File: config.mk
export PLATFORM = sky130hd
export DESIGN_NAME = psq_ups_sequencer
export DESIGN_NICKNAME = d
export VERILOG_FILES = /design/src/design/psq_pkg.sv /design/src/design/psq_ups_sequencer.sv
export SDC_FILE = /design/constraint.sdc
export NUM_CORES = 2
export LEC_CHECK = 0
export BUFFER_PORTS_ARGS = -buffer_cell sky130_fd_sc_hd__buf_2
export CAP_MARGIN = 20
export CORE_MARGIN = 8
export CORE_UTILIZATION = 52
export DETAILED_ROUTE_END_ITERATION = 12
export GPL_TIMING_DRIVEN = 0
export PLACE_DENSITY = 0.68
export SLEW_MARGIN = 20
export SYNTH_ARGS = -nofsm -noshare
export SYNTH_HDL_FRONTEND = slang
export SYNTH_SLANG_ARGS = --single-unit
File: constraint.sdc
create_clock -name sys_clk -period 4.1 [get_ports sys_clk]
set_input_delay 0.205 -clock sys_clk [delete_from_list [all_inputs] [get_ports sys_clk]]
set_output_delay 0.205 -clock sys_clk [all_outputs]
set_load 0.01 [all_outputs]
File: src/design/psq_pkg.sv
// Purpose: Constants, states and carriers of the supply sequencer
// Assumes: 25 MHz system clock, voltages in 0.1 V units
// Notes:   Byte addresses of the register port are word aligned
package psq_pkg;
    // -------------------------------------------------------------
    // Timing
    // -------------------------------------------------------------
    localparam int         CLK_HZ      = 25_000_000;
    localparam int         SEC_PER_MIN = 60;
    localparam logic [2:0] VOLT_HOLD_S = 3'd5;
    localparam logic [2:0] BTN_OFF_S   = 3'd4;
    localparam logic [2:0] BTN_ON_S    = 3'd2;
    // -------------------------------------------------------------
    // Voltage thresholds, 0.1 V per step
    // -------------------------------------------------------------
    localparam logic [9:0] V_WALL_OFF  = 10'h03c;
    localparam logic [9:0] V_WALL_ON   = 10'h03e;
    localparam logic [9:0] V_HYST      = 10'h002;
    localparam logic [9:0] MINV_RST    = 10'h03c;
    // -------------------------------------------------------------
    // Register byte addresses
    // -------------------------------------------------------------
    localparam logic [7:0] A_CTRL = 8'h00;
    localparam logic [7:0] A_STAT = 8'h04;
    localparam logic [7:0] A_MINV = 8'h08;
    localparam logic [7:0] A_HALT = 8'h0c;
    localparam logic [7:0] A_BOOT = 8'h10;
    localparam logic [7:0] A_RSTM = 8'h14;
    localparam logic [7:0] A_WDOG = 8'h18;
    localparam logic [7:0] A_WAKE = 8'h1c;
    localparam logic [7:0] A_TIME = 8'h20;
    localparam logic [7:0] A_DATE = 8'h24;
    localparam logic [7:0] A_BSEL = 8'h28;
    localparam logic [7:0] A_BDAT = 8'h2c;
    // Control bits
    localparam int C_CUTBUS  = 0;
    localparam int C_BTNDIS  = 1;
    localparam int C_DATEPSH = 2;
    localparam int C_PWROFF  = 8;
    localparam int C_KICK    = 9;
    // -------------------------------------------------------------
    // Reset values
    // -------------------------------------------------------------
    localparam logic [7:0] HALT_RST = 8'h1e;
    localparam logic [7:0] BOOT_RST = 8'h1e;
    localparam logic [6:0] YEAR_RST = 7'h01;
    localparam logic [3:0] MON_RST  = 4'h1;
    localparam logic [4:0] DAY_RST  = 5'h01;
    localparam logic [5:0] LAST_ADR = 6'h3f;
    localparam logic [5:0] FIRST_ADR = 6'h01;

    typedef enum {
        ST_BOOT, ST_DATE, ST_DISC, ST_ON, ST_NOTIFY, ST_HALT, ST_SLEEP
    } psq_state_e;

    typedef struct packed {
        logic       wr;
        logic [5:0] addr;
        logic [7:0] data;
    } psq_poll_s;
endpackage

File: src/design/psq_ups_sequencer.sv
// Purpose: On/Sleep sequencer, clock and board poller of a backed supply
// Assumes: Voltage words are sampled and stable for several clocks
// Notes:   Second and minute ticks come from a divider of sys_clk
//
// Summary of operation
// RULE_01: Closed jumper selects wall mode, open jumper battery mode thresholds.
// RULE_02: Wall mode, On: wall below battery over five seconds sends shutdown.
// RULE_03: Wall mode, On: wall below 6 V over 5 seconds powers off.
// RULE_04: Battery mode: battery below low threshold over five seconds; wall ignored.
// RULE_05: Battery low threshold resets to 6 V, host may change it.
// RULE_06: After shutdown, wait halt time then cut host and bus power.
// RULE_07: On power-on, ignore power conditions until boot time elapses.
// RULE_08: On: button held over 4 s powers off unless disabled.
// RULE_09: Host power-off command starts the power-off process.
// RULE_10: Watchdog enabled and not kicked for set seconds starts power-off.
// RULE_11: Off order: shutdown, optional early bus cut, halt wait, cut, Sleep.
// RULE_12: Sleep: wall over 6.2 V or battery over threshold+0.2 for 5 s.
// RULE_13: Sleep: button held over 2 s powers on unless disabled.
// RULE_14: Restart delay set: power on that many minutes after entering Sleep.
// RULE_15: Scheduled wake day, hour, minute equal to clock powers on.
// RULE_16: On order: supplies up, boot wait, optional date push, discovery, On.
// RULE_17: On state accepts date, restart, wake, watchdog and board commands; watchdog time writes are taken in every state.
// RULE_18: Clock runs always, starts 1/1/2001 00:00:00, host may overwrite.
// RULE_19: First wake and every On entry poll all 63 addresses.
// RULE_20: Idle: keep polling known boards into a local value table.
// RULE_21: Host writes go first, after only the poll in progress.
// RULE_22: Unknown address answers not-present at once and is probed once.
// RULE_23: Second and minute ticks drive all hold and wait timers.
// RULE_24: A timed condition restarts its count when it goes false.
module psq_ups_sequencer #(
    parameter int SEC_CYC = psq_pkg::CLK_HZ
) (
    input  wire logic              sys_clk,
    input  wire logic              rst_n,
    input  wire logic              modeJumperClosed,
    input  wire logic [9:0]        wallVolt,
    input  wire logic [9:0]        battVolt,
    input  wire logic              button_n,
    input  wire logic [7:0]        regAddr,
    input  wire logic [31:0]       regWdata,
    input  wire logic              regWr,
    input  wire logic              regRd,
    output logic      [31:0]       regRdata,
    output logic                   hostPowerEn,
    output logic                   busPowerEn,
    output logic                   shutdownCmd,
    output logic                   datePush,
    output logic                   pollStart,
    output psq_pkg::psq_poll_s     pollReq,
    input  wire logic              pollDone,
    input  wire logic              pollAnswered,
    input  wire logic [7:0]        pollRdata
);
    import psq_pkg::*;

    if (SEC_CYC < 2)
    begin : g_secCycChk
        $error("SEC_CYC too small");
    end

    // ---------------------------------------------------------------
    // Input synchronisers
    // ---------------------------------------------------------------
    logic [21:0] syncA_ff;
    logic [21:0] syncB_ff;
    always_ff @(posedge sys_clk or negedge rst_n)
    begin
        if (!rst_n)
        begin
            syncA_ff <= '1;
            syncB_ff <= '1;
        end
        else
        begin
            syncA_ff <= {modeJumperClosed, button_n, wallVolt, battVolt};
            syncB_ff <= syncA_ff;
        end
    end
    // Mode select
    // RULE_01: jumper decides mode
    wire       wallMode = syncB_ff[21];
    wire       btnHeld  = !syncB_ff[20];
    wire [9:0] wallV    = syncB_ff[19:10];
    wire [9:0] battV    = syncB_ff[9:0];

    // ---------------------------------------------------------------
    // Tick divider
    // ---------------------------------------------------------------
    // RULE_23: derived time base
    logic [31:0] divCnt_ff;
    logic [5:0]  secInMin_ff;
    wire         secTick = (divCnt_ff == 32'(SEC_CYC - 1));
    wire         minTick = secTick && (secInMin_ff == 6'(SEC_PER_MIN - 1));
    always_ff @(posedge sys_clk or negedge rst_n)
    begin
        if (!rst_n)
        begin
            divCnt_ff   <= '0;
            secInMin_ff <= '0;
        end
        else
        begin
            divCnt_ff <= secTick ? '0 : divCnt_ff + 32'h1;
            if (secTick)
                secInMin_ff <= minTick ? '0 : secInMin_ff + 6'h1;
        end
    end

    // ---------------------------------------------------------------
    // Registers and state
    // ---------------------------------------------------------------
    psq_state_e  state_ff;
    logic [2:0]  ctrl_ff;
    logic [9:0]  minVolt_ff;
    logic [7:0]  haltWait_ff;
    logic [7:0]  bootWait_ff;
    logic [15:0] restartMin_ff;
    logic [15:0] wdogSec_ff;
    logic [16:0] wake_ff;
    logic [5:0]  rtcSec_ff;
    logic [5:0]  rtcMin_ff;
    logic [4:0]  rtcHour_ff;
    logic [4:0]  rtcDay_ff;
    logic [3:0]  rtcMon_ff;
    logic [6:0]  rtcYear_ff;
    logic [5:0]  boardSel_ff;
    logic        notPresErr_ff;
    logic [7:0]  stateSec_ff;
    logic [15:0] sleepMin_ff;
    logic [15:0] wdogCnt_ff;
    logic [63:0] present_ff;
    logic [7:0]  valTab [0:63];

    wire isOn    = (state_ff == ST_ON);
    wire isSleep = (state_ff == ST_SLEEP);
    wire wrHit   = regWr;
    wire wrCtrl  = wrHit && regAddr == A_CTRL;
    // RULE_17: On-only commands
    wire wrOnCmd = wrHit && isOn;
    wire pwrOffCmd = wrCtrl && regWdata[C_PWROFF];
    wire kick      = wrCtrl && regWdata[C_KICK];
    wire selPres   = present_ff[boardSel_ff];
    wire bdatRd    = regRd && regAddr == A_BDAT && isOn;
    wire bdatWr    = wrOnCmd && regAddr == A_BDAT;

    // ---------------------------------------------------------------
    // Timed conditions
    // ---------------------------------------------------------------
    // RULE_02: wall below battery
    // RULE_03: wall below fixed floor
    // RULE_04: battery below threshold
    wire offVolt = wallMode ? (wallV < battV || wallV < V_WALL_OFF)
                            : (battV < minVolt_ff);
    // RULE_12: recovery levels
    wire onVolt  = wallMode ? (wallV > V_WALL_ON)
                            : (battV > minVolt_ff + V_HYST);
    wire btnOk   = btnHeld && !ctrl_ff[C_BTNDIS];
    wire [3:0] holdCond = {btnOk && isSleep, btnOk && isOn,
                           onVolt && isSleep, offVolt && isOn};
    localparam logic [3:0][2:0] HOLD_LIM =
        {BTN_ON_S, BTN_OFF_S, VOLT_HOLD_S, VOLT_HOLD_S};
    wire [3:0] holdFire;
    genvar gi;
    generate
        for (gi = 0; gi < 4; gi++)
        begin : g_hold
            logic [2:0] cnt_ff;
            // RULE_24: restart when false
            always_ff @(posedge sys_clk or negedge rst_n)
            begin
                if (!rst_n)
                    cnt_ff <= '0;
                else if (!holdCond[gi])
                    cnt_ff <= '0;
                else if (secTick && cnt_ff != 3'h7)
                    cnt_ff <= cnt_ff + 3'h1;
            end
            assign holdFire[gi] = holdCond[gi] && (cnt_ff > HOLD_LIM[gi]);
        end
    endgenerate

    // RULE_10: watchdog expiry
    wire wdogFire = wdogSec_ff != '0 && wdogCnt_ff >= wdogSec_ff;
    // RULE_14: restart delay
    wire rstFire  = restartMin_ff != '0 && sleepMin_ff >= restartMin_ff;
    // RULE_15: scheduled wake match
    wire wakeFire = wake_ff[16] && rtcSec_ff == '0 &&
                    wake_ff[15:0] == {rtcDay_ff, rtcHour_ff, rtcMin_ff};
    // RULE_08: button off
    // RULE_09: host power-off
    wire offTrig  = isOn && (holdFire[0] || holdFire[2] || pwrOffCmd || wdogFire);
    // RULE_13: button on
    wire onTrig   = isSleep && (holdFire[1] || holdFire[3] || rstFire || wakeFire);

    // ---------------------------------------------------------------
    // Board poller
    // ---------------------------------------------------------------
    logic       busy_ff;
    logic       discAct_ff;
    logic [5:0] discPtr_ff;
    logic       discWrap_ff;
    logic [5:0] scanPtr_ff;
    logic       pendV_ff;
    psq_poll_s  pend_ff;
    logic       probeV_ff;
    logic [5:0] probeAdr_ff;
    logic       pollStart_ff;
    psq_poll_s  pollReq_ff;
    wire pollOk   = busPowerEn && (isOn || state_ff == ST_DISC);
    wire canIssue = pollOk && !busy_ff;
    // RULE_21: write first, then probe, sweep, scan
    wire issPend  = canIssue && pendV_ff;
    wire issProbe = canIssue && !pendV_ff && probeV_ff;
    wire issDisc  = canIssue && !pendV_ff && !probeV_ff && discAct_ff && !discWrap_ff;
    wire issScan  = canIssue && !pendV_ff && !probeV_ff && !discAct_ff &&
                    present_ff[scanPtr_ff];
    wire [5:0] issAdr = issPend ? pend_ff.addr : issProbe ? probeAdr_ff :
                        issDisc ? discPtr_ff : scanPtr_ff;
    wire issAny   = issPend || issProbe || issDisc || issScan;
    wire discDone = discAct_ff && discWrap_ff && !busy_ff && state_ff == ST_DISC;
    // RULE_22: unknown address probed once
    wire needProbe = (bdatRd || bdatWr) && !selPres;

    always_ff @(posedge sys_clk or negedge rst_n)
    begin
        if (!rst_n)
        begin
            busy_ff      <= 1'b0;
            discAct_ff   <= 1'b0;
            discPtr_ff   <= FIRST_ADR;
            discWrap_ff  <= 1'b0;
            scanPtr_ff   <= FIRST_ADR;
            pendV_ff     <= 1'b0;
            pend_ff      <= '0;
            probeV_ff    <= 1'b0;
            probeAdr_ff  <= '0;
            pollStart_ff <= 1'b0;
            pollReq_ff   <= '0;
            present_ff   <= '0;
        end
        else
        begin
            pollStart_ff <= issAny;
            if (issAny)
            begin
                busy_ff    <= 1'b1;
                pollReq_ff <= '{wr: issPend, addr: issAdr, data: pend_ff.data};
            end
            else if (pollDone)
                busy_ff <= 1'b0;
            if (pollDone && busy_ff)
                present_ff[pollReq_ff.addr] <= pollAnswered;
            // RULE_19: full sweep on wake and On entry
            if (state_ff == ST_DATE && !discAct_ff)
            begin
                discAct_ff  <= 1'b1;
                discPtr_ff  <= FIRST_ADR;
                discWrap_ff <= 1'b0;
            end
            else if (issDisc)
            begin
                discPtr_ff <= discPtr_ff + 6'h1;
                if (discPtr_ff == LAST_ADR)
                    discWrap_ff <= 1'b1;
            end
            else if (discDone)
                discAct_ff <= 1'b0;
            // RULE_20: idle scan of known boards
            if (issScan || (canIssue && !issAny))
                scanPtr_ff <= (scanPtr_ff == LAST_ADR) ? FIRST_ADR
                                                       : scanPtr_ff + 6'h1;
            if (bdatWr && selPres)
            begin
                pendV_ff <= 1'b1;
                pend_ff  <= '{wr: 1'b1, addr: boardSel_ff, data: regWdata[7:0]};
            end
            else if (issPend)
                pendV_ff <= 1'b0;
            if (needProbe)
            begin
                probeV_ff   <= 1'b1;
                probeAdr_ff <= boardSel_ff;
            end
            else if (issProbe)
                probeV_ff <= 1'b0;
        end
    end

    always_ff @(posedge sys_clk)
    begin
        if (pollDone && busy_ff && pollAnswered && !pollReq_ff.wr)
            valTab[pollReq_ff.addr] <= pollRdata;
    end

    // ---------------------------------------------------------------
    // Real-time clock
    // ---------------------------------------------------------------
    wire leap = rtcYear_ff[1:0] == 2'h0;
    wire [4:0] monLast = (rtcMon_ff == 4'h2) ? (leap ? 5'h1d : 5'h1c) :
                         (rtcMon_ff == 4'h4 || rtcMon_ff == 4'h6 ||
                          rtcMon_ff == 4'h9 || rtcMon_ff == 4'hb) ? 5'h1e : 5'h1f;
    wire rtcRoll = secTick && rtcSec_ff == 6'(SEC_PER_MIN - 1);
    wire dayEnd = rtcRoll && rtcMin_ff == 6'h3b && rtcHour_ff == 5'h17;
    // RULE_18: free-running calendar
    always_ff @(posedge sys_clk or negedge rst_n)
    begin
        if (!rst_n)
        begin
            {rtcSec_ff, rtcMin_ff, rtcHour_ff} <= '0;
            rtcDay_ff  <= DAY_RST;
            rtcMon_ff  <= MON_RST;
            rtcYear_ff <= YEAR_RST;
        end
        else if (wrOnCmd && regAddr == A_TIME)
            {rtcDay_ff, rtcHour_ff, rtcMin_ff, rtcSec_ff} <= regWdata[21:0];
        else if (wrOnCmd && regAddr == A_DATE)
            {rtcYear_ff, rtcMon_ff} <= regWdata[10:0];
        else if (secTick)
        begin
            rtcSec_ff <= rtcRoll ? '0 : rtcSec_ff + 6'h1;
            if (rtcRoll)
                rtcMin_ff <= (rtcMin_ff == 6'h3b) ? '0 : rtcMin_ff + 6'h1;
            if (rtcRoll && rtcMin_ff == 6'h3b)
                rtcHour_ff <= (rtcHour_ff == 5'h17) ? '0 : rtcHour_ff + 5'h1;
            if (dayEnd)
                rtcDay_ff <= (rtcDay_ff == monLast) ? DAY_RST : rtcDay_ff + 5'h1;
            if (dayEnd && rtcDay_ff == monLast)
                rtcMon_ff <= (rtcMon_ff == 4'hc) ? MON_RST : rtcMon_ff + 4'h1;
            if (dayEnd && rtcDay_ff == monLast && rtcMon_ff == 4'hc)
                rtcYear_ff <= rtcYear_ff + 7'h1;
        end
    end

    // ---------------------------------------------------------------
    // Sequencer
    // ---------------------------------------------------------------
    psq_state_e nxt_state;
    always_comb
    begin
        nxt_state = state_ff;
        case (state_ff)
            // RULE_07: boot wait ignores conditions
            ST_BOOT:   if (stateSec_ff >= bootWait_ff) nxt_state = ST_DATE;
            ST_DATE:   nxt_state = ST_DISC;
            ST_DISC:   if (discDone) nxt_state = ST_ON;
            ST_ON:     if (offTrig) nxt_state = ST_NOTIFY;
            ST_NOTIFY: nxt_state = ST_HALT;
            // RULE_06: halt wait ignores conditions
            ST_HALT:   if (stateSec_ff >= haltWait_ff) nxt_state = ST_SLEEP;
            ST_SLEEP:  if (onTrig) nxt_state = ST_BOOT;
            default:   nxt_state = ST_SLEEP;
        endcase
    end

    always_ff @(posedge sys_clk or negedge rst_n)
    begin
        if (!rst_n)
        begin
            state_ff    <= ST_BOOT;
            stateSec_ff <= '0;
            hostPowerEn <= 1'b1;
            busPowerEn  <= 1'b1;
            shutdownCmd <= 1'b0;
            datePush    <= 1'b0;
            sleepMin_ff <= '0;
            wdogCnt_ff  <= '0;
        end
        else
        begin
            state_ff    <= nxt_state;
            stateSec_ff <= (nxt_state != state_ff) ? '0 :
                           (secTick && stateSec_ff != 8'hff) ? stateSec_ff + 8'h1
                                                            : stateSec_ff;
            // RULE_11: shutdown then optional early bus cut
            shutdownCmd <= (nxt_state == ST_NOTIFY && state_ff == ST_ON);
            if (state_ff == ST_NOTIFY && ctrl_ff[C_CUTBUS])
                busPowerEn <= 1'b0;
            if (nxt_state == ST_SLEEP && state_ff == ST_HALT)
            begin
                hostPowerEn <= 1'b0;
                busPowerEn  <= 1'b0;
            end
            // RULE_16: supplies up first
            if (nxt_state == ST_BOOT && state_ff == ST_SLEEP)
            begin
                hostPowerEn <= 1'b1;
                busPowerEn  <= 1'b1;
            end
            datePush    <= (state_ff == ST_DATE) && ctrl_ff[C_DATEPSH];
            sleepMin_ff <= !isSleep ? '0 :
                           (minTick && sleepMin_ff != 16'hffff) ? sleepMin_ff + 16'h1
                                                                : sleepMin_ff;
            wdogCnt_ff  <= (!isOn || kick) ? '0 :
                           (secTick && wdogCnt_ff != 16'hffff) ? wdogCnt_ff + 16'h1
                                                               : wdogCnt_ff;
        end
    end

    // ---------------------------------------------------------------
    // Register port
    // ---------------------------------------------------------------
    always_ff @(posedge sys_clk or negedge rst_n)
    begin
        if (!rst_n)
        begin
            ctrl_ff       <= '0;
            // RULE_05: threshold default
            minVolt_ff    <= MINV_RST;
            haltWait_ff   <= HALT_RST;
            bootWait_ff   <= BOOT_RST;
            restartMin_ff <= '0;
            wdogSec_ff    <= '0;
            wake_ff       <= '0;
            boardSel_ff   <= '0;
            notPresErr_ff <= 1'b0;
        end
        else
        begin
            if (wrCtrl)
                ctrl_ff <= regWdata[2:0];
            if (wrHit && regAddr == A_MINV)
                minVolt_ff <= regWdata[9:0];
            if (wrHit && regAddr == A_HALT)
                haltWait_ff <= regWdata[7:0];
            if (wrHit && regAddr == A_BOOT)
                bootWait_ff <= regWdata[7:0];
            if (wrOnCmd && regAddr == A_RSTM)
                restartMin_ff <= regWdata[15:0];
            if (wrHit && regAddr == A_WDOG)
                wdogSec_ff <= regWdata[15:0];
            if (wrOnCmd && regAddr == A_WAKE)
                wake_ff <= regWdata[16:0];
            if (wrHit && regAddr == A_BSEL)
                boardSel_ff <= regWdata[5:0];
            if (needProbe)
                notPresErr_ff <= 1'b1;
            else if (regRd && regAddr == A_STAT)
                notPresErr_ff <= 1'b0;
        end
    end

    wire [31:0] statWord = {24'h0, notPresErr_ff, wallMode, busPowerEn,
                            hostPowerEn, 1'b0, 3'(state_ff)};
    wire [31:0] rdMux =
        (regAddr == A_CTRL) ? {29'h0, ctrl_ff} :
        (regAddr == A_STAT) ? statWord :
        (regAddr == A_MINV) ? {22'h0, minVolt_ff} :
        (regAddr == A_HALT) ? {24'h0, haltWait_ff} :
        (regAddr == A_BOOT) ? {24'h0, bootWait_ff} :
        (regAddr == A_RSTM) ? {16'h0, restartMin_ff} :
        (regAddr == A_WDOG) ? {16'h0, wdogSec_ff} :
        (regAddr == A_WAKE) ? {15'h0, wake_ff} :
        (regAddr == A_TIME) ? {10'h0, rtcDay_ff, rtcHour_ff, rtcMin_ff, rtcSec_ff} :
        (regAddr == A_DATE) ? {21'h0, rtcYear_ff, rtcMon_ff} :
        (regAddr == A_BSEL) ? {26'h0, boardSel_ff} :
        (regAddr == A_BDAT) ? {23'h0, selPres, valTab[boardSel_ff]} : 32'h0;

    always_ff @(posedge sys_clk or negedge rst_n)
    begin
        if (!rst_n)
            regRdata <= '0;
        else
            regRdata <= regRd ? rdMux : 32'h0;
    end

    assign pollStart = pollStart_ff;
    assign pollReq   = pollReq_ff;
endmodule // psq_ups_sequencer

# After elaboration in Yosys (flattened, before gate mapping)
# Memories as Yosys holds them, arrays and structs flattened.
# Cells that the tools add are included.
op_classes:
  n_eq_ne: 55
  muxes: 100
  n_reduce_logical: 132
  n_lt_le_gt_ge: 17
  n_addsub: 18
  bitwise_logic: 1
op_table:
  columns: ["operator", "n"]
  rows:
  - ["$pmux W32 S7", 1]
  - ["$mux W22", 10]
  - ["$mux W32", 6]
  - ["$eq A32 B3 Y1 const B", 5]
  - ["$eq A32 B4 Y1 const B", 5]
  - ["$eq A32 B2 Y1 const B", 3]
  - ["$mux W6", 16]
  - ["$logic_and A1 B1 Y1", 71]
  - ["$bwmux W64", 1]
  - ["$logic_not A32 Y1", 2]
  - ["$mux W16", 4]
  - ["$mux W5", 10]
  - ["$reduce_bool A2 Y1", 17]
  - ["$add A16 B1 Y16 const B", 2]
  - ["$add A32 B1 Y32 const B", 1]
  - ["$eq A32 B1 Y1 const B", 1]
  - ["$eq A32 B25 Y1 const B", 1]
  - ["$eq A8 B5 Y1 const B", 4]
  - ["$eq A8 B6 Y1 const B", 4]
  - ["$ge A16 B16 Y1", 2]
  - ["$ne A16 B16 Y1 const B", 2]
  - ["$ne A32 B32 Y1", 1]
  - ["$reduce_bool A16 Y1", 2]
  - ["$add A6 B1 Y6 const B", 5]
  - ["47 further kinds", 147]
word_totals:
  input_bits: 76
  register_bits: 427
  mem_bits_rw: 512
  memories: 1
mem_list:
  columns: ["memory", "depth", "width", "read_ports", "rd_clocked_by_memory_dff", "write_ports", "line", "text"]
  rows:
  - ["valTab", 64, 8, 1, 0, 1, "psq_ups_sequencer.sv:132", "logic [7:0] valTab [0:63];"]

# Longest topological paths before layout
depth:
  word_depth: 15
  ltp_mapped: 13
  ltp_nobuf: 12

# Worst setup path after synthesis
# No wires, ideal clock.
synth_timing:
  path_type: "flip-flop to flip-flop"
  from: "register minVolt_ff[5]"
  to: "register hostPowerEn"
  path_stages_with_launch: 14
  synth_period_minus_slack_ns: 2.944
  slack_ns: 1.156
  arrival_time_ns: 2.865
  path_cell_list: "dfstp_2 -> inv_1 -> nor4_1 -> nand2_1 -> xnor2_1 -> ha_1 -> a21o_1 -> a21oi_1 -> nor2b_1 -> a211oi_1 -> o311ai_0 -> o21a_1 -> clkbuf_1 -> a22o_1"
synth_via:
  elab_chain_len: 14
  elab_cells_between_ends: 26
  classes_between: "1 x add/sub; 2 x order compare; 1 x eq/ne; 6 x mux; 16 x reduce/logical"
synth_rtl:
  columns: ["item", "line", "text"]
  rows:
  - ["start: declaration", "psq_ups_sequencer.sv:114", "logic [9:0] minVolt_ff;"]
  - ["start signal: assignment", "psq_ups_sequencer.sv:422", "minVolt_ff <= regWdata[9:0];"]
  - ["$add A10 B2 Y10", "psq_ups_sequencer.sv:156", ": (battV > minVolt_ff + V_HYST);"]
  - ["$gt A10 B10 Y1", "psq_ups_sequencer.sv:156", null]
  - ["$mux W1", "psq_ups_sequencer.sv:155", "wire onVolt = wallMode ? (wallV > V_WALL_ON)"]
  - ["$logic_and A1 B1 Y1", "psq_ups_sequencer.sv:159", "onVolt && isSleep, offVolt && isOn};"]
  - ["$logic_and A1 B1 Y1", "psq_ups_sequencer.sv:178", "assign holdFire[gi] = holdCond[gi] && (cnt_ff > HOLD_LIM[gi]);"]
  - ["$logic_or A1 B1 Y1 (3 in series)", "psq_ups_sequencer.sv:193", "wire onTrig = isSleep && (holdFire[1] || holdFire[3] || rstFire || wakeFire);"]
  - ["$logic_and A1 B1 Y1", "psq_ups_sequencer.sv:193", null]
  - ["$mux W32", "psq_ups_sequencer.sv:350", "ST_SLEEP: if (onTrig) nxt_state = ST_BOOT;"]
  - ["$pmux W32 S7 *", "psq_ups_sequencer.sv:341", "case (state_ff)"]
  - ["$eq A32 B4 Y1 / $logic_not A32 Y1 (equally long branches)", "psq_ups_sequencer.sv:378, psq_ups_sequencer.sv:384", null]
  - ["$logic_and A1 B1 Y1 (on tied branches)", "psq_ups_sequencer.sv:378, psq_ups_sequencer.sv:384", null]
  - ["$reduce_bool A2 Y1 (no line) / $mux W1 (equally long branches)", null, null]
  - ["end signal: assignment", "psq_ups_sequencer.sv:361", "hostPowerEn <= 1'b1;"]
  - ["end signal: assignment", "psq_ups_sequencer.sv:380", "hostPowerEn <= 1'b0;"]
  - ["end signal: assignment", "psq_ups_sequencer.sv:386", "hostPowerEn <= 1'b1;"]
  - ["end: declaration", "psq_ups_sequencer.sv:44", "output logic hostPowerEn,"]
# Mark *: on every way between the ends. The rest lies on a longest branch, timed or not.
# A chain may end at the register's enable or synchronous reset.

# Worst setup path in the final report
layout_timing:
  from: "register boardSel_ff[1]"
  to: "register regRdata[5]"
layout_via:
  elab_chain_len: 14
layout_rtl:
  columns: ["item", "line", "text"]
  rows:
  - ["start: declaration", "psq_ups_sequencer.sv:126", "logic [5:0] boardSel_ff;"]
  - ["start signal: assignment", "psq_ups_sequencer.sv:434", "boardSel_ff <= regWdata[5:0];"]
  - ["$mem_v2 Z64 W8", null, null]
  - ["$mux W9", "psq_ups_sequencer.sv:456", "(regAddr == A_BDAT) ? {23'h0, selPres, valTab[boardSel_ff]} : 32'h0;"]
  - ["$mux W9", "psq_ups_sequencer.sv:455", "(regAddr == A_BSEL) ? {26'h0, boardSel_ff} :"]
  - ["$mux W11", "psq_ups_sequencer.sv:454", "(regAddr == A_DATE) ? {21'h0, rtcYear_ff, rtcMon_ff} :"]
  - ["$mux W22", "psq_ups_sequencer.sv:453", "(regAddr == A_TIME) ? {10'h0, rtcDay_ff, rtcHour_ff, rtcMin_ff, rtcSec_ff} :"]
  - ["$mux W22", "psq_ups_sequencer.sv:452", "(regAddr == A_WAKE) ? {15'h0, wake_ff} :"]
  - ["$mux W22", "psq_ups_sequencer.sv:451", "(regAddr == A_WDOG) ? {16'h0, wdogSec_ff} :"]
  - ["$mux W22", "psq_ups_sequencer.sv:450", "(regAddr == A_RSTM) ? {16'h0, restartMin_ff} :"]
  - ["$mux W22", "psq_ups_sequencer.sv:449", "(regAddr == A_BOOT) ? {24'h0, bootWait_ff} :"]
  - ["$mux W22", "psq_ups_sequencer.sv:448", "(regAddr == A_HALT) ? {24'h0, haltWait_ff} :"]
  - ["$mux W22", "psq_ups_sequencer.sv:447", "(regAddr == A_MINV) ? {22'h0, minVolt_ff} :"]
  - ["$mux W22", "psq_ups_sequencer.sv:446", "(regAddr == A_STAT) ? statWord :"]
  - ["$mux W22", "psq_ups_sequencer.sv:445", "(regAddr == A_CTRL) ? {29'h0, ctrl_ff} :"]
  - ["$mux W22", "psq_ups_sequencer.sv:463", "regRdata <= regRd ? rdMux : 32'h0;"]
  - ["end signal: assignment", "psq_ups_sequencer.sv:463", null]
  - ["end: declaration", "psq_ups_sequencer.sv:43", "output logic [31:0] regRdata,"]
# No other way between the ends.

==> flow_summary.json <==
{
  "cts_made_buffers": 96,
  "syn_inst": 3042,
  "slew_headroom_pct": 30.16,
  "fin_util_pct": 59.61,
  "critPathLaunchType": "flip-flop",
  "io_pins": 128,
  "cp.arrival_ns": 4.53,
  "post_drt_wl_per_cell_um": 26.74,
  "synth-edff-count": 512,
  "cp-end-kind": "flip-flop",
  "finalPower_mw": 20.37,
  "startpoint": "boardSel_ff[1]$_DFFE_PN0P_",
  "syn_area_um2": 42610,
  "synthFlopType": "edfxtp_1",
  "setup_ws_ns": 0.1045,
  "dp_hpwl_um": 82070,
  "crit_path_max_incr_delay_ns": 0.78,
  "seq_area_frac_synth_pct": 61.35,
  "whs_ns": 0.04120,
  "grt_pass1_wl_um": 178700,
  "finalNetCount": 3511,
  "setup_viol": 0,
  "slowest_stage": "buf_1",
  "min_period_ns": 3.996,
  "firstDrtPassIters": 6,
  "finalSetupTns_ns": 0,
  "hp-start": "regRd",
  "drive_gt1_share_pct": 21.66,
  "drt-initial-drc-count": 3285,
  "initial_utilization_pct": 52.23,
  "dpl_worst_slack_ns": -0.4488,
  "grt_pass1_vias": 28250,
  "cellLeakagePower_nw": 18.59,
  "cts.sinks": 939,
  "min_path_cells": 2,
  "finalInstanceArea_um2": 48630,
  "hold_path.class": "input pin to flip-flop",
  "num_vias": 27990,
  "grt_max_degree": 96,
  "portBuffers": 102,
  "avgSynthCellArea_um2": 14.01,
  "async_reset_ff_share_pct": 45.47,
  "ys_ff_latch": 939,
  "path_max_fanout": 10,
  "cp.required_ns": 4.64,
  "fmax_mhz": 250.3,
  "maxCapViolCount": 0,
  "ir_worst_vdd_uv": 436.4,
  "finalCritPeriodShare_pct": 97.45,
  "fillCellCount": 6230,
  "synth_cell_type_count": 85,
  "fin_cells": 4485,
  "path_class": "flip-flop to flip-flop",
  "place_inst": 4259,
  "place_area_um2": 44760,
  "core_region_area_um2": 81580,
  "synthToLayoutAreaGrowth_pct": 14.14,
  "vias_per_cell": 6.240,
  "grt_overflow": 0,
  "clockBufferDepth": 3,
  "die_h_um": 302.3,
  "drc": 0,
  "h-tree-depth": 3,
  "cts_setup_buffers": 0,
  "cts_tree": "yes",
  "tightest_slew_ns": 1.044,
  "row_count": 105,
  "clkTransAtPathRegs_ns": 0.06,
  "root_buffer": "clkbuf_16",
  "run_status": "finished, final reports clean",
  "drv_slew": 0,
  "die_area_um2": 91360,
  "r2r_cells": 9,
  "totalWireLength_um": 119900,
  "die_x_um": 302.3,
  "grt.total_usage_pct": 26.00,
  "fin_skew_ns": 0.06157,
  "gp_congestion": 0.9231,
  "antenna_found_initial": 2,
  "ant_nets": 0,
  "rsz0062_at_grt": "false",
  "yosys_warnings": 0,
  "pwr_density_cell_nw_per_um2": 418.9,
  "path_cells": "buf_4 -> buf_4 -> buf_2 -> buf_1 -> mux4_2 -> mux4_2 -> mux2i_1 -> a211o_1 -> o21ai_0",
  "clock_latency_ns": 0.67,
  "finalHoldViolCount": 0,
  "r2r-start": "boardSel_ff[1]$_DFFE_PN0P_"
}
==> routing by layer <==
layer	share of wire [%]	track usage, %	up-vias
li1	-	-	12060
met1	39	33.63	14250
met2	48	43.10	1368
met3	8.4	5.236	302
met4	4.3	10.32	2
met5	0.010	0	-
==> cell families (layout without fill, tap and decap cells) <==
family / count (synthesis) / count (layout) / synth area share (%)
xor+xnor: 99 / 99 / 2.035
buf+inv: 258 / 590 / 2.816
mux: 405 / 405 / 14.71
simple gates: 826 / 826 / 9.611
flops: 939 / 939 / 61.35
fa+ha+maj: 107 / 107 / 3.142
other cells: 1 / 42 / 0.008801
compound gates: 407 / 407 / 6.331
==> report_power, final <==
group	internal (mW)	switching (mW)
Combinational	0.350	0.629
Clock	5.44	3.85
Sequential	10.1	0.0505
==> registers in the layout, indices dropped and copies added (netlist names), 10 cells and up <==
| name | cells |
|---|---|
| divCnt_ff | 32 |
| g_hold.cnt_ff | 12 |
| minVolt_ff | 10 |
| pend_ff | 14 |
| pollReq | 15 |
| present_ff | 64 |
| regRdata | 22 |
| restartMin_ff | 16 |
| sleepMin_ff | 16 |
| state_ff | 32 |
| syncA_ff | 22 |
| syncB_ff | 22 |
| valTab | 512 |
| wake_ff | 17 |
| wdogCnt_ff | 16 |
| wdogSec_ff | 16 |
==> placed cells by master (no fill, tap or decap), types with 17 or more instances in the layout <==
cell / instances
a211oi_1: 18
a21oi_1: 81
a221oi_1: 17
a22oi_1: 35
and2_1: 21
and3_1: 33
and4_1: 18
buf_2: 119
buf_4: 30
clkbuf_1: 100
clkbuf_16: 97
clkinv_2: 19
conb_1: 39
dfrtp_1: 364
dfstp_2: 63
dlygate4sd3_1: 41
edfxtp_1: 512
ha_1: 107
inv_1: 107
mux2_2: 186
mux2i_1: 64
mux4_2: 140
nand2_1: 169
nand3_1: 75
nand4_1: 42
nor2_1: 277
nor2b_1: 29
nor3_1: 38
nor4_1: 34
o211ai_1: 18
o21ai_0: 104
xnor2_1: 45
xor2_1: 54
==> critical path: cells and delay by family (launching register included) <==
family	cells	cell delay, ns
buf+inv	4	1.72
mux	3	1.35
flops	1	0.39
compound gates	2	0.39
==> cell usage after synthesis (19+ instances only) <==
library cell,n,area share [%]
edfxtp_1,512,36
dfrtp_1,364,21
nor2_1,277,2.4
mux2_2,186,4.9
nand2_1,169,1.5
mux4_2,140,7.4
ha_1,107,3.1
inv_1,107,0.94
o21ai_0,104,1.2
clkbuf_1,86,0.76
a21oi_1,81,0.95
nand3_1,75,0.88
mux2i_1,64,1.5
dfstp_2,63,3.9
xor2_1,54,1.1
xnor2_1,45,0.93
nand4_1,42,0.62
nor3_1,38,0.45
a22oi_1,35,0.62
nor4_1,35,0.51
and3_1,33,0.48
nor2b_1,29,0.43
buf_2,24,0.28
and2_1,21,0.31
buf_4,19,0.33
==> final timing paths <==
kind | end | slack (ns)
max | regRdata[5]$_DFF_PN0_ | 0.10
min | regRdata[0]$_DFF_PN0_ | 0.04
max reg2reg | regRdata[5]$_DFF_PN0_ | 0.10
min reg2reg | syncB_ff[18]$_DFF_PN1_ | 0.35
max in group asynchronous | rtcDay_ff[0]$_DFFE_PN1P_ | 2.50
min in group asynchronous | divCnt_ff[30]$_DFF_PN0_ | 0.12
==> what timing repair did <==
| item | in CTS | in global routing |
|---|---|---|
| hold buffers | 41 | 0 |
| hold endpoints to repair | 155 | 0 |
| resized for setup | 6 | 5 |
| cloned | 0 | 0 |
| endpoints found under the setup margin | 1 | 2 |
==> layout make-up <==
class	instances	area, µm²	share of cell area, %
clock inverter	58	755.7	1.554
sequential	939	26140	53.75
antenna	3	7.507	0.01544
inverter	107	401.6	0.8259
timing repair buffer	150	1084	2.228
multi-input combinational	1883	15440	31.76
buffer	151	812.0	1.670
clock buffer	124	2649	5.447
tap	1070	1339	2.753
(Power assumes the default switching activity.)
